**config.mk**
```make
export PLATFORM = sky130hd
export DESIGN_NAME = cell_monitor_adc_sequencer
export DESIGN_NICKNAME = d
export VERILOG_FILES = /design/src/design/cell_monitor_pkg.sv /design/src/design/cell_monitor_adc_sequencer.sv
export VERILOG_INCLUDE_DIRS = /design/src /design/src/design
export SDC_FILE = /design/constraint.sdc
export NUM_CORES = 1
export LEC_CHECK = 0
export BUFFER_PORTS_ARGS = -buffer_cell sky130_fd_sc_hd__clkbuf_2
export CAP_MARGIN = 40
export CORE_ASPECT_RATIO = 2
export CORE_MARGIN = 1
export CORE_UTILIZATION = 61
export CTS_CLUSTER_DIAMETER = 200
export DETAILED_ROUTE_END_ITERATION = 6
export PLACE_DENSITY = 0.91
export RECOVER_POWER = 50
export SYNTH_ARGS = -nofsm -noshare
export SYNTH_HDL_FRONTEND = slang
export SYNTH_SLANG_ARGS = --single-unit
```
**constraint.sdc**
```tcl
create_clock -name clk -period 5.35 [get_ports clk]
set_input_delay 1.07 -clock clk [delete_from_list [all_inputs] [get_ports clk]]
set_output_delay 1.07 -clock clk [all_outputs]
set_load 0.01 [all_outputs]
```
**src/design/cell_monitor_cfg.svh**
```systemverilog
// Purpose: Constants for the cell monitor conversion sequencer
// Assumes: 125 MHz clock, times given in microseconds
// Notes:   Timing figures are per oversampling mode
`ifndef CELL_MONITOR_CFG_SVH
`define CELL_MONITOR_CFG_SVH

`define CLK_MHZ            125
`define REF_STARTUP_US     3000

`define ADDR_W             8
`define REG_CONFIG         8'h00
`define REG_THRESH         8'h04
`define REG_COMMAND        8'h08
`define REG_STATUS         8'h0c
`define REG_FLAGS          8'h10
`define CELL_PAGE          2'b01
`define AUX_PAGE           3'b100

`define CFG_OPT_BIT        0
`define CFG_KEEP_REFERENCE_ON_BIT      1
`define THR_UV_LSB         0
`define THR_OV_LSB         16
`define CMD_KIND_BIT       15
`define CMD_MD_LSB         8
`define CMD_CH_LSB         0
`define CH_INVALID         3'h7
`define FLG_OV_LSB         12
`define STAT_MODE_LSB      8

`define CONFIG_RST         2'h0
`define UV_RST             16'h0000
`define OV_RST             16'hffff

`define NUM_CELLS          12
`define HALF_CELLS         6
`define NUM_AUX            6
`define AUX_CHAN_BASE      12
`define LAST_STEP          3'h5

// First measure, sixth measure, first calibration, sixth calibration, two-cell total
`define T1M_27K  57
`define T6M_27K  290
`define T1C_27K  432
`define T6C_27K  1113
`define T2C_27K  201
`define T1M_14K  86
`define T6M_14K  465
`define T1C_14K  606
`define T6C_14K  1288
`define T2C_14K  230
`define T1M_7K   144
`define T6M_7K   814
`define T1C_7K   1072
`define T6C_7K   2335
`define T2C_7K   405
`define T1M_3K   260
`define T6M_3K   1512
`define T1C_3K   1770
`define T6C_3K   3033
`define T2C_3K   501
`define T1M_2K   493
`define T6M_2K   2908
`define T1C_2K   3166
`define T6C_2K   4430
`define T2C_2K   754
`define T1M_26H  29817
`define T6M_26H  178850
`define T1C_26H  182599
`define T6C_26H  201317
`define T2C_26H  33568

`endif

```
**src/design/cell_monitor_pkg.sv**
```systemverilog
// Purpose: Types shared by the conversion sequencer
// Assumes: Nothing beyond the constant header
// Notes:   Timing fields are microsecond counts
package cell_monitor_pkg;

	typedef enum logic [2:0] {MODE_27K, MODE_14K, MODE_7K, MODE_3K, MODE_2K, MODE_26H} osr_mode_e;

	typedef enum logic [1:0] {ST_IDLE, ST_REF_WAIT, ST_MEASURE, ST_CALIBRATE} seq_state_e;

	typedef struct packed {
		logic       measure;
		logic       calibrate;
		logic [4:0] channel;
	} conv_sel_s;

	typedef struct packed {
		logic [17:0] meas_first;
		logic [17:0] meas_next;
		logic [17:0] cal_first;
		logic [17:0] cal_next;
		logic [17:0] cal_single;
	} timing_s;

endpackage

```
**src/design/cell_monitor_adc_sequencer.sv**
```systemverilog
// Purpose: Conversion sequencer with APB registers for a twelve-cell monitor
// Assumes: Two converters outside supply signed raw codes at the end of each measure step
// Notes:   Zero-wait APB slave; commands are refused while a conversion runs
`timescale 1ns/10ps
`include "cell_monitor_cfg.svh"

module cell_monitor_adc_sequencer #(
	parameter logic [7:0] US_CYCLES = 8'(`CLK_MHZ)
) (
	input  wire logic                          clk,
	input  wire logic                          arst_n,
	input  wire logic [`ADDR_W-1:0]            paddr,
	input  wire logic                          psel,
	input  wire logic                          penable,
	input  wire logic                          pwrite,
	input  wire logic [31:0]                   pwdata,
	output logic      [31:0]                   prdata,
	output logic                               pready,
	output logic                               pslverr,
	output cell_monitor_pkg::conv_sel_s        lower_sel,
	output cell_monitor_pkg::conv_sel_s        upper_sel,
	input  wire logic signed [16:0]            lower_raw,
	input  wire logic signed [16:0]            upper_raw,
	output logic                               reference_on,
	output logic                               busy
);
	import cell_monitor_pkg::*;

	function automatic timing_s mk_timing(input int t1m, input int t6m, input int t1c, input int t6c,
		input int t2c);
		timing_s t;
		t.meas_first = 18'(t1m);
		t.meas_next  = 18'((t6m - t1m) / 5);
		t.cal_first  = 18'(t1c - t6m);
		t.cal_next   = 18'((t6c - t1c) / 5);
		t.cal_single = 18'(t2c - t1m);
		return t;
	endfunction

	function automatic timing_s mode_timing(input osr_mode_e m);
		case (m)
			MODE_27K: return mk_timing(`T1M_27K, `T6M_27K, `T1C_27K, `T6C_27K, `T2C_27K);
			MODE_14K: return mk_timing(`T1M_14K, `T6M_14K, `T1C_14K, `T6C_14K, `T2C_14K);
			MODE_7K:  return mk_timing(`T1M_7K, `T6M_7K, `T1C_7K, `T6C_7K, `T2C_7K);
			MODE_3K:  return mk_timing(`T1M_3K, `T6M_3K, `T1C_3K, `T6C_3K, `T2C_3K);
			MODE_2K:  return mk_timing(`T1M_2K, `T6M_2K, `T1C_2K, `T6C_2K, `T2C_2K);
			MODE_26H: return mk_timing(`T1M_26H, `T6M_26H, `T1C_26H, `T6C_26H, `T2C_26H);
			default:  return mk_timing(`T1M_7K, `T6M_7K, `T1C_7K, `T6C_7K, `T2C_7K);
		endcase
	endfunction

	// Field value 00 has no mode of its own and falls back to MODE_7K, or to MODE_3K with the option bit set
	function automatic osr_mode_e decode_mode(input logic opt, input logic [1:0] md);
		case ({opt, md})
			3'b001:  return MODE_27K;
			3'b011:  return MODE_26H;
			3'b101:  return MODE_14K;
			3'b110:  return MODE_3K;
			3'b111:  return MODE_2K;
			3'b100:  return MODE_3K;
			default: return MODE_7K;
		endcase
	endfunction

	// A negative reading is held at zero, never wrapped
	function automatic logic [15:0] clamp(input logic signed [16:0] raw);
		return raw[16] ? 16'h0000 : raw[15:0];
	endfunction

	seq_state_e  state_q;
	seq_state_e  state_d;
	osr_mode_e   mode_q;
	logic        aux_q;
	logic [2:0]  chan_q;
	logic [2:0]  step_q;
	logic [7:0]  presc_q;
	logic [17:0] us_q;
	logic        ref_up_q;
	logic        pend_q;
	logic [1:0]  config_q;
	logic [15:0] uv_thr_q;
	logic [15:0] ov_thr_q;
	logic [31:0] prdata_q;
	logic [`NUM_CELLS-1:0] uv_flag_q;
	logic [`NUM_CELLS-1:0] ov_flag_q;
	logic [15:0] cell_res_q [`NUM_CELLS];
	logic [15:0] aux_res_q [`NUM_AUX];

	// Bus decode
	wire        access     = psel & penable;
	wire        setup      = psel & ~penable;
	wire        aligned    = paddr[1:0] == 2'b00;
	wire        hit_cfg    = aligned & (paddr == `REG_CONFIG);
	wire        hit_thr    = aligned & (paddr == `REG_THRESH);
	wire        hit_cmd    = aligned & (paddr == `REG_COMMAND);
	wire        hit_stat   = aligned & (paddr == `REG_STATUS);
	wire        hit_flag   = aligned & (paddr == `REG_FLAGS);
	wire [3:0]  cell_rd    = paddr[5:2];
	wire [2:0]  aux_rd     = paddr[4:2];
	wire        hit_cell   = aligned & (paddr[7:6] == `CELL_PAGE) & (cell_rd < 4'(`NUM_CELLS));
	wire        hit_aux    = aligned & (paddr[7:5] == `AUX_PAGE) & (aux_rd < 3'(`NUM_AUX));
	wire        mapped     = hit_cfg | hit_thr | hit_cmd | hit_stat | hit_flag | hit_cell | hit_aux;
	wire        wr         = access & pwrite & mapped;
	wire        keep_reference_on = config_q[`CFG_KEEP_REFERENCE_ON_BIT];
	wire        mode_option_bit   = config_q[`CFG_OPT_BIT];

	// Command fields
	wire        convert_aux_cmd     = pwdata[`CMD_KIND_BIT];
	wire [1:0]  oversampling_select = pwdata[`CMD_MD_LSB +: 2];
	wire [2:0]  cmd_chan            = pwdata[`CMD_CH_LSB +: 3];
	wire        cmd_room  = (state_q == ST_IDLE) | ((state_q == ST_REF_WAIT) & ~pend_q);
	wire        cmd_go    = wr & hit_cmd & cmd_room & (cmd_chan != `CH_INVALID);

	// Step timing
	timing_s    tm;
	assign tm = mode_timing(mode_q);
	wire        single    = chan_q != 3'h0;
	wire [2:0]  last_step = single ? 3'h0 : `LAST_STEP;
	wire        at_last   = step_q == last_step;
	wire [17:0] meas_len  = (step_q == 3'h0) ? tm.meas_first : tm.meas_next;
	wire [17:0] cal_len   = single ? tm.cal_single : ((step_q == 3'h0) ? tm.cal_first : tm.cal_next);
	wire [17:0] step_len  = (state_q == ST_REF_WAIT) ? 18'(`REF_STARTUP_US) :
		(state_q == ST_CALIBRATE) ? cal_len : meas_len;
	wire        us_tick   = presc_q == (US_CYCLES - 8'h01);
	wire        step_done = (state_q != ST_IDLE) & us_tick & (us_q == (step_len - 18'h1));
	wire        meas_end  = (state_q == ST_MEASURE) & step_done;

	// Channel of the current step; one formula serves pairs, single inputs and full sweeps
	wire [2:0]  idx       = single ? (chan_q - 3'h1) : step_q;
	wire [3:0]  up_idx    = 4'(idx) + 4'(`HALF_CELLS);
	wire [15:0] lower_code = clamp(lower_raw);
	wire [15:0] upper_code = clamp(upper_raw);

	always_comb begin
		state_d = state_q;
		case (state_q)
			ST_IDLE: begin
				if (cmd_go) begin
					state_d = ref_up_q ? ST_MEASURE : ST_REF_WAIT;
				end else if (keep_reference_on & ~ref_up_q) begin
					state_d = ST_REF_WAIT;
				end
			end
			ST_REF_WAIT: begin
				if (step_done) begin
					state_d = (pend_q | cmd_go) ? ST_MEASURE : ST_IDLE;
				end
			end
			ST_MEASURE: begin
				if (step_done & at_last) begin
					state_d = ST_CALIBRATE;
				end
			end
			ST_CALIBRATE: begin
				if (step_done & at_last) begin
					state_d = ST_IDLE;
				end
			end
			default: state_d = ST_IDLE;
		endcase
	end

	always_ff @(posedge clk or negedge arst_n) begin
		if (!arst_n) begin
			state_q <= ST_IDLE;
		end else begin
			state_q <= state_d;
		end
	end

	// Microsecond prescaler and step timer restart whenever the state changes
	always_ff @(posedge clk or negedge arst_n) begin
		if (!arst_n) begin
			presc_q <= 8'h00;
			us_q    <= 18'h0;
		end else if ((state_d != state_q) | (state_q == ST_IDLE)) begin
			presc_q <= 8'h00;
			us_q    <= 18'h0;
		end else begin
			presc_q <= us_tick ? 8'h00 : presc_q + 8'h01;
			us_q    <= step_done ? 18'h0 : (us_tick ? us_q + 18'h1 : us_q);
		end
	end

	always_ff @(posedge clk or negedge arst_n) begin
		if (!arst_n) begin
			step_q <= 3'h0;
		end else if (state_d != state_q) begin
			step_q <= 3'h0;
		end else if (step_done & ~at_last) begin
			step_q <= step_q + 3'h1;
		end
	end

	always_ff @(posedge clk or negedge arst_n) begin
		if (!arst_n) begin
			mode_q <= MODE_7K;
			aux_q  <= 1'b0;
			chan_q <= 3'h0;
			pend_q <= 1'b0;
		end else if (cmd_go) begin
			mode_q <= decode_mode(mode_option_bit, oversampling_select);
			aux_q  <= convert_aux_cmd;
			chan_q <= cmd_chan;
			pend_q <= 1'b1;
		end else if (state_d == ST_MEASURE) begin
			pend_q <= 1'b0;
		end
	end

	// Reference stays up between conversions only while the keep bit is set
	always_ff @(posedge clk or negedge arst_n) begin
		if (!arst_n) begin
			ref_up_q <= 1'b0;
		end else if ((state_q == ST_REF_WAIT) & step_done) begin
			ref_up_q <= 1'b1;
		end else if (~keep_reference_on & (state_d == ST_IDLE)) begin
			ref_up_q <= 1'b0;
		end
	end

	always_ff @(posedge clk or negedge arst_n) begin
		if (!arst_n) begin
			config_q <= `CONFIG_RST;
			uv_thr_q <= `UV_RST;
			ov_thr_q <= `OV_RST;
		end else if (wr & hit_cfg) begin
			config_q <= pwdata[1:0];
		end else if (wr & hit_thr) begin
			uv_thr_q <= pwdata[`THR_UV_LSB +: 16];
			ov_thr_q <= pwdata[`THR_OV_LSB +: 16];
		end
	end

	// Each cell slot takes its code and refreshes both its flags when its pair is measured
	for (genvar g = 0; g < `NUM_CELLS; g++) begin : g_cell
		wire        mine = meas_end & ~aux_q & ((4'(g) == 4'(idx)) | (4'(g) == up_idx));
		wire [15:0] code = (g < `HALF_CELLS) ? lower_code : upper_code;
		always_ff @(posedge clk or negedge arst_n) begin
			if (!arst_n) begin
				cell_res_q[g] <= 16'h0000;
				uv_flag_q[g]  <= 1'b0;
				ov_flag_q[g]  <= 1'b0;
			end else if (mine) begin
				cell_res_q[g] <= code;
				uv_flag_q[g]  <= code < uv_thr_q;
				ov_flag_q[g]  <= code > ov_thr_q;
			end
		end
	end

	for (genvar a = 0; a < `NUM_AUX; a++) begin : g_aux
		always_ff @(posedge clk or negedge arst_n) begin
			if (!arst_n) begin
				aux_res_q[a] <= 16'h0000;
			end else if (meas_end & aux_q & (3'(a) == idx)) begin
				aux_res_q[a] <= lower_code;
			end
		end
	end

	// Read data is latched in the setup cycle so the access phase sees a flop output
	wire [31:0] status_word = {21'h0, 3'(mode_q), 4'h0, state_q == ST_CALIBRATE, state_q == ST_MEASURE,
		ref_up_q, busy};
	wire [31:0] rd_word = hit_cfg  ? {30'h0, config_q} :
		hit_thr  ? {ov_thr_q, uv_thr_q} :
		hit_stat ? status_word :
		hit_flag ? {8'h0, ov_flag_q, uv_flag_q} :
		hit_cell ? {16'h0, cell_res_q[cell_rd]} :
		hit_aux  ? {16'h0, aux_res_q[aux_rd]} : 32'h0;

	always_ff @(posedge clk or negedge arst_n) begin
		if (!arst_n) begin
			prdata_q <= 32'h0;
		end else if (setup) begin
			prdata_q <= pwrite ? 32'h0 : rd_word;
		end
	end

	assign prdata       = prdata_q;
	assign pready       = 1'b1;
	assign pslverr      = access & ~mapped;
	assign busy         = pend_q | (state_q == ST_MEASURE) | (state_q == ST_CALIBRATE);
	assign reference_on = ref_up_q | (state_q != ST_IDLE);

	assign lower_sel.measure   = state_q == ST_MEASURE;
	assign lower_sel.calibrate = state_q == ST_CALIBRATE;
	assign lower_sel.channel   = aux_q ? 5'(idx) + 5'(`AUX_CHAN_BASE) : 5'(idx);
	assign upper_sel.measure   = (state_q == ST_MEASURE) & ~aux_q;
	assign upper_sel.calibrate = (state_q == ST_CALIBRATE) & ~aux_q;
	assign upper_sel.channel   = 5'(up_idx);

endmodule

```
Word-level counts from Yosys, hierarchy flattened:

Cells that the tools add are included.

* output and inout bits: 50
* input bits: 79
* memory bits (read-only): 0
* memories kept: 0
* bits in latches: 0
* register bits after elaboration: 418
* bits in writable memories: 0

* mux-type cells: 44
* div/mod/pow operators: 0
* add/subtract/negate cells: 7
* shift-type cells: 0
* equality and inequality tests: 43
* order comparisons: 8
* multipliers: 0
* bitwise logic cells: 80
* reductions and logical operators: 16

Operator list (count)
* 87-bit one-hot mux with 5 select lines: 1
* 18-bit two-way mux: 8
* 16-bit two-way mux: 8
* 32-bit two-way mux: 3
* 16-bit binary-select mux with 4-bit select: 1
* 1-bit AND: 50
* 16-bit binary-select mux with 3-bit select: 1
* 24-bit two-way mux: 2
* 16-bit greater-than comparator: 2
* 16-bit less-than comparator: 2
* 3-bit == test (second input constant): 7
* 1-bit bitwise OR: 20
* 18-bit by 1-bit adder with 18-bit output (second input constant): 1
* 18-bit == test: 1
* 18-bit by 1-bit subtractor with 18-bit output (second input constant): 1
* 3-bit by 4-bit == test with 1-bit output (first input constant): 4
* 4-bit == test (first input constant): 4
* 8-bit by 4-bit == test with 1-bit output (second input constant): 2
* 8-bit two-way mux: 2
* 3-bit one-hot mux with 5 select lines: 1
* 2-bit two-way mux: 7
* 3-bit == test (first input constant): 4
* 3-bit two-way mux: 4
* 3-bit logical NOT: 3
* other kinds (36): 59

Logic depth before layout (Yosys ltp):

* word-level depth: 20
* depth in mapped cells: 21

Worst setup path before layout:

No wires, ideal clock.

* path type: input port to output port
* start point: input port paddr[5]
* end point: output port pslverr
* buffers on the path: 2
* stages: 6
* path slack: 1.312 ns
* arrival time: 2.968 ns
* path through: clkbuf_1 -> nor2_1 -> nand2_1 -> a2111oi_0 -> clkbuf_1 -> nor4_1

* word-level cells in the longest chain between the ends: 10

Ends and longest elaborated chain
* start: declaration: RTL line cell_monitor_adc_sequencer.sv:12 `` input wire logic [`ADDR_W-1:0] paddr, ``
* 8-bit by 3-bit == test with 1-bit output (no line) or 8-bit logical NOT (tied branches)
* 1-bit AND, on equally long branches: RTL line cell_monitor_adc_sequencer.sv:94, cell_monitor_adc_sequencer.sv:93
* 1-bit bitwise OR (5 in series): RTL line cell_monitor_adc_sequencer.sv:102 `wire mapped = hit_cfg | hit_thr | hit_cmd | hit_stat | hit_flag | hit_cell | hit_aux;`
* 1-bit bitwise OR (*): RTL line cell_monitor_adc_sequencer.sv:102
* 1-bit NOT (*): RTL line cell_monitor_adc_sequencer.sv:282 `assign pslverr = access & ~mapped;`
* 1-bit AND (*): RTL line cell_monitor_adc_sequencer.sv:282
* end: declaration: RTL line cell_monitor_adc_sequencer.sv:19 `output logic pslverr,`

Mark *: on every way between the ends. The rest lies on a longest branch, timed or not.

Worst setup path after layout:

* start point: register step_q[0]
* end point: register ov_flag_q[9]

* word-level cells in the longest chain between the ends: 11

Ends and longest elaborated chain
* start: declaration: RTL line cell_monitor_adc_sequencer.sv:75 `logic [2:0] step_q;`
* start signal: assignment: RTL line cell_monitor_adc_sequencer.sv:191 `step_q <= step_q + 3'h1;`
* 3-bit logical NOT: RTL line cell_monitor_adc_sequencer.sv:120, cell_monitor_adc_sequencer.sv:121
* 18-bit two-way mux (2 in series): RTL line cell_monitor_adc_sequencer.sv:121 `wire [17:0] cal_len = single ? tm.cal_single : ((step_q == 3'h0) ? tm.cal_first : tm.cal_next);`
* 18-bit two-way mux: RTL line cell_monitor_adc_sequencer.sv:123 `(state_q == ST_CALIBRATE) ? cal_len : meas_len;`
* 18-bit two-way mux: RTL line cell_monitor_adc_sequencer.sv:122 `` wire [17:0] step_len = (state_q == ST_REF_WAIT) ? 18'(`REF_STARTUP_US) : ``
* 18-bit by 1-bit subtractor with 18-bit output: RTL line cell_monitor_adc_sequencer.sv:125 `wire step_done = (state_q != ST_IDLE) & us_tick & (us_q == (step_len - 18'h1));`
* 18-bit == test: RTL line cell_monitor_adc_sequencer.sv:125
* 1-bit AND: RTL line cell_monitor_adc_sequencer.sv:125
* 1-bit AND: RTL line cell_monitor_adc_sequencer.sv:126 `wire meas_end = (state_q == ST_MEASURE) & step_done;`
* 1-bit AND: RTL line cell_monitor_adc_sequencer.sv:237 `wire mine = meas_end & ~aux_q & ((4'(g) == 4'(idx)) | (4'(g) == up_idx));`
* 1-bit AND (*): RTL line cell_monitor_adc_sequencer.sv:237
* end signal: indexed assignment: RTL line cell_monitor_adc_sequencer.sv:247 `ov_flag_q[g] <= code > ov_thr_q;`
* end: declaration: RTL line cell_monitor_adc_sequencer.sv:85 `` logic [`NUM_CELLS-1:0] ov_flag_q; ``

Marked as above.
A chain may end at the register's enable or synchronous reset.

==> impl_metrics.json <==
{
  "fillCellCount": 2249,
  "main_combinational_cell_family_by_area_after_synthesis": "compound AO/OA/AOI/OAI gates",
  "yosys.cell_types.count": 72,
  "rr_startpoint": "step_q[0]",
  "synth.largest_area_cell": "sky130_fd_sc_hd__dfrtp_1",
  "io_pins": 129,
  "worstRegToRegCells": 18,
  "cpMaxStageDelayCell": "sky130_fd_sc_hd__dfrtp_1",
  "crit_path_end_kind": "register",
  "min_period_ps": 4890,
  "hold_path.class": "reg2reg",
  "synth.avg_cell_area_um2": 10.1,
  "cts_made_buffers": 37,
  "cts.reportedPaths.clkPinSlew_ps": 70,
  "timing.critical_path.arrival_ps": 5320,
  "global_route_wire_length_before_repair_um": 101000,
  "place.detailed.hpwl_um": 45200,
  "grt_pass1_vias": 18300,
  "drt-initial-drc-count": 2033,
  "post_synth_mux_area_share_pct": 10.7,
  "setup.worst_path.start_class": "register",
  "cell_chosen_for_the_clock_root": "sky130_fd_sc_hd__clkbuf_16",
  "synth_largest_type_area_fraction_pct": 47.9,
  "tightestPinTransition_ps": 3910,
  "cts-resized-gates": 0,
  "share_of_synthesized_cell_area_in_full_adder_half_adder_and_majority_cells_pct": 4.36,
  "finalCoreUtilization_pct": 69.0,
  "num_rows": 95,
  "max_stage_delay_ps": 440,
  "max-clock-path-buffers": 3,
  "design_area_um2": 23200,
  "synth.net_count": 2233,
  "startpoint": "step_q[0]",
  "power_density_nw_per_um2": 270,
  "synthMostInstantiatedCell": "sky130_fd_sc_hd__dfrtp_1",
  "hold_path_depth": 2,
  "report.final.slew_viol_count": 83,
  "timing.critical_path.cells": "inv_1, ha_1, nor4bb_1, buf_4, o221ai_1, o21ai_0, inv_1, ha_1, xor2_1, nand3_1, or3_1, a2111oi_2, o2111ai_1, a211oi_4, buf_4, nand4_2, buf_4, mux2_1",
  "placeable_area_um2": 33600,
  "grt_antenna_before_repair": 2,
  "post_cts_buffers": 0,
  "chipHeight_um": 264,
  "gp_routability_congestion": 0.982,
  "ys_dominant_reg_cell": "sky130_fd_sc_hd__dfrtp_1",
  "drt_drc_violations_left": 3,
  "initial_core_util_pct": 62.3,
  "worst-r2r-setup-slack_ps": 460,
  "hold_path_end": "cell_res_q[165]",
  "cts_hold_buffers": 0,
  "numPlacedInstances": 2567,
  "layout-area-overhead-vs-synth_pct": 10.9,
  "synth_compound_area_share_pct": 15.5,
  "clock_latency_ps": 560,
  "cp_data_required_time_ps": 5780,
  "yosys_register_bits": 418,
  "hold_start": "cell_res_q[165]",
  "fin_skew_ps": 19.0,
  "drv_cap": 1,
  "critical_path.max_fanout": 35,
  "vdd_ir_drop_max_mv": 0.255,
  "critical_path.reg2reg.endpoint": "ov_flag_q[9]",
  "post_layout_nonfiller_instances": 2631,
  "final-setup-viol-count": 0,
  "layout.nets": 2323,
  "failed_checks": "design-rule violations, max-capacitance violations, max-slew violations",
  "synth.cell_area_um2": 20900,
  "placed_area_um2": 22100,
  "gr-usage-all-layers_pct": 38.4,
  "grt_overflow": 0,
  "max-slew-margin-rel_pct": -160,
  "post-route-period-util_pct": 91.4,
  "synth.top_cells.by_count": "sky130_fd_sc_hd__dfrtp_1, sky130_fd_sc_hd__nand2_1, sky130_fd_sc_hd__o21ai_1",
  "yosys.area_share.simple_pct": 13.5,
  "placement.io_buffers": 126,
  "ys_warns": 0,
  "run_status": "complete, but fails checks",
  "timing.setup.critical_path_class": "reg2reg",
  "die_w_um": 133,
  "synth_sequential_area_ratio_pct": 50.1,
  "detail-route-antenna-nets": 0,
  "critPathMostFrequentCell": "sky130_fd_sc_hd__buf_4",
  "grt_setup_unrepaired": "no",
  "cts_tree": "yes",
  "synth_enable_flop_cells": 0,
  "ys_async_sr_fraction_pct": 100,
  "p_leak_nw": 11.1,
  "syn_inst": 2081,
  "route.detailed.wl_per_inst_um": 25.0,
  "hold_viol": 0,
  "cts_htree_levels": 2,
  "final_layout_size_suffix_gt1_share_pct": 16.4,
  "cts_sinks": 418,
  "detail_routed_via_count_per_cell": 6.74,
  "first_pass_iters": 7,
  "synth_xor_xnor_area_share_pct": 1.21,
  "vias": 17700,
  "synth.top_cells.by_area": "sky130_fd_sc_hd__dfrtp_1, sky130_fd_sc_hd__mux4_2, sky130_fd_sc_hd__nand2_1, sky130_fd_sc_hd__o21ai_1, sky130_fd_sc_hd__ha_1",
  "die_area_um2": 35100,
  "fmax_mhz": 205,
  "grt_start_max_net_pins": 131,
  "timing.setup.tns_ps": 0,
  "route.final.wire_length_um": 65700
}
per-layer routing:
layer	global-route usage, %	up-vias	share of wire (%)
met5	0	-	0.027
met4	36.0	4	11
met3	9.71	439	9.5
met2	64.0	1262	50
met1	38.9	8532	30
li1	-	7486	-
where the power goes:
group | switching (mW) | leakage [nW] | internal [mW]
Sequential | 0.00653 | 4.13 | 3.17
Clock | 1.20 | 0.573 | 1.47
Combinational | 0.307 | 6.39 | 0.130
stage by stage:
stage / hold WS, ps / power [mW] / setup WS, ps
detailed placement: 469 / 3.65 / 603
floorplan: 445 / 3.43 / 1310
global route: 499 / 6.42 / 141
finish: 479 / 6.28 / 460
global placement: 456 / 3.63 / 795
CTS: 481 / 6.26 / 530
state kept, by name (all words and copies together), names as in the netlist, 8 cells and up:
| name | count |
|---|---|
| ov_thr_q | 16 |
| uv_thr_q | 16 |
| uv_flag_q | 12 |
| us_q | 18 |
| presc_q | 8 |
| aux_res_q | 96 |
| cell_res_q | 192 |
| ov_flag_q | 12 |
| prdata | 32 |
critical path, delay by kind of cell, from the launching register on:
kind                     cells  cell delay [ps]
AO/OA/AOI/OAI                5             1300
AND/OR/NAND/NOR              4              980
buffers and inverters        5              970
adder cells (fa/ha/maj)      2              520
flip-flops                   1              440
multiplexers                 1              350
XOR/XNOR                     1              150
layout make-up:
type                       instances  area (µm²)  share of cell area (%)
timing repair buffer             191        1140                    4.90
multi-input combinational       1417        9500                    40.9
clock inverter                    10         114                   0.490
antenna                            1        2.50                  0.0108
clock buffer                      52        1050                    4.53
tap                              436         546                    2.35
sequential                       418       10500                    45.1
inverter                         106         398                    1.71
cells in the final DEF, fill, tap and decap left out, types with 7 or more instances in the layout:
master	instances
sky130_fd_sc_hd__a21o_1	9
sky130_fd_sc_hd__a21oi_1	32
sky130_fd_sc_hd__a222oi_1	18
sky130_fd_sc_hd__a22o_1	14
sky130_fd_sc_hd__a22oi_1	15
sky130_fd_sc_hd__and3_1	7
sky130_fd_sc_hd__buf_4	59
sky130_fd_sc_hd__clkbuf_1	32
sky130_fd_sc_hd__clkbuf_16	37
sky130_fd_sc_hd__clkbuf_2	99
sky130_fd_sc_hd__clkbuf_8	7
sky130_fd_sc_hd__dfrtp_1	401
sky130_fd_sc_hd__dfstp_2	17
sky130_fd_sc_hd__ha_1	73
sky130_fd_sc_hd__inv_1	106
sky130_fd_sc_hd__mux2_2	37
sky130_fd_sc_hd__mux2i_1	33
sky130_fd_sc_hd__mux4_2	64
sky130_fd_sc_hd__nand2_1	371
sky130_fd_sc_hd__nand2b_1	47
sky130_fd_sc_hd__nand3_1	28
sky130_fd_sc_hd__nand3_2	7
sky130_fd_sc_hd__nand4_1	20
sky130_fd_sc_hd__nor2_1	72
sky130_fd_sc_hd__nor2b_1	17
sky130_fd_sc_hd__nor3_1	12
sky130_fd_sc_hd__nor4_1	7
sky130_fd_sc_hd__o21a_1	22
sky130_fd_sc_hd__o21ai_0	165
sky130_fd_sc_hd__o21ai_1	210
sky130_fd_sc_hd__o22ai_1	16
sky130_fd_sc_hd__xnor2_1	8
sky130_fd_sc_hd__xor2_1	21
logic make-up (layout without fill, tap and decap cells):
group,after synthesis,in the layout
AND/OR/NAND/NOR,620,620
multiplexers,138,138
other,2,3
adder cells (fa/ha/maj),73,73
flip-flops,418,418
AO/OA/AOI/OAI,555,555
XOR/XNOR,29,29
buffers and inverters,246,359
worst max path at each step:
stage                      end  slack, ps  cells past startpoint
2_1_floorplan          pslverr       1310                      6
3_3_place_gp      ov_flag_q[9]        800                     18
3_5_place_dp      ov_flag_q[9]        600                     18
4_1_cts           ov_flag_q[9]        530                     18
5_1_grt        cell_res_q[110]        140                      2
6_report          ov_flag_q[9]        460                     18
Note: power is estimated with default switching activity, not from simulation.
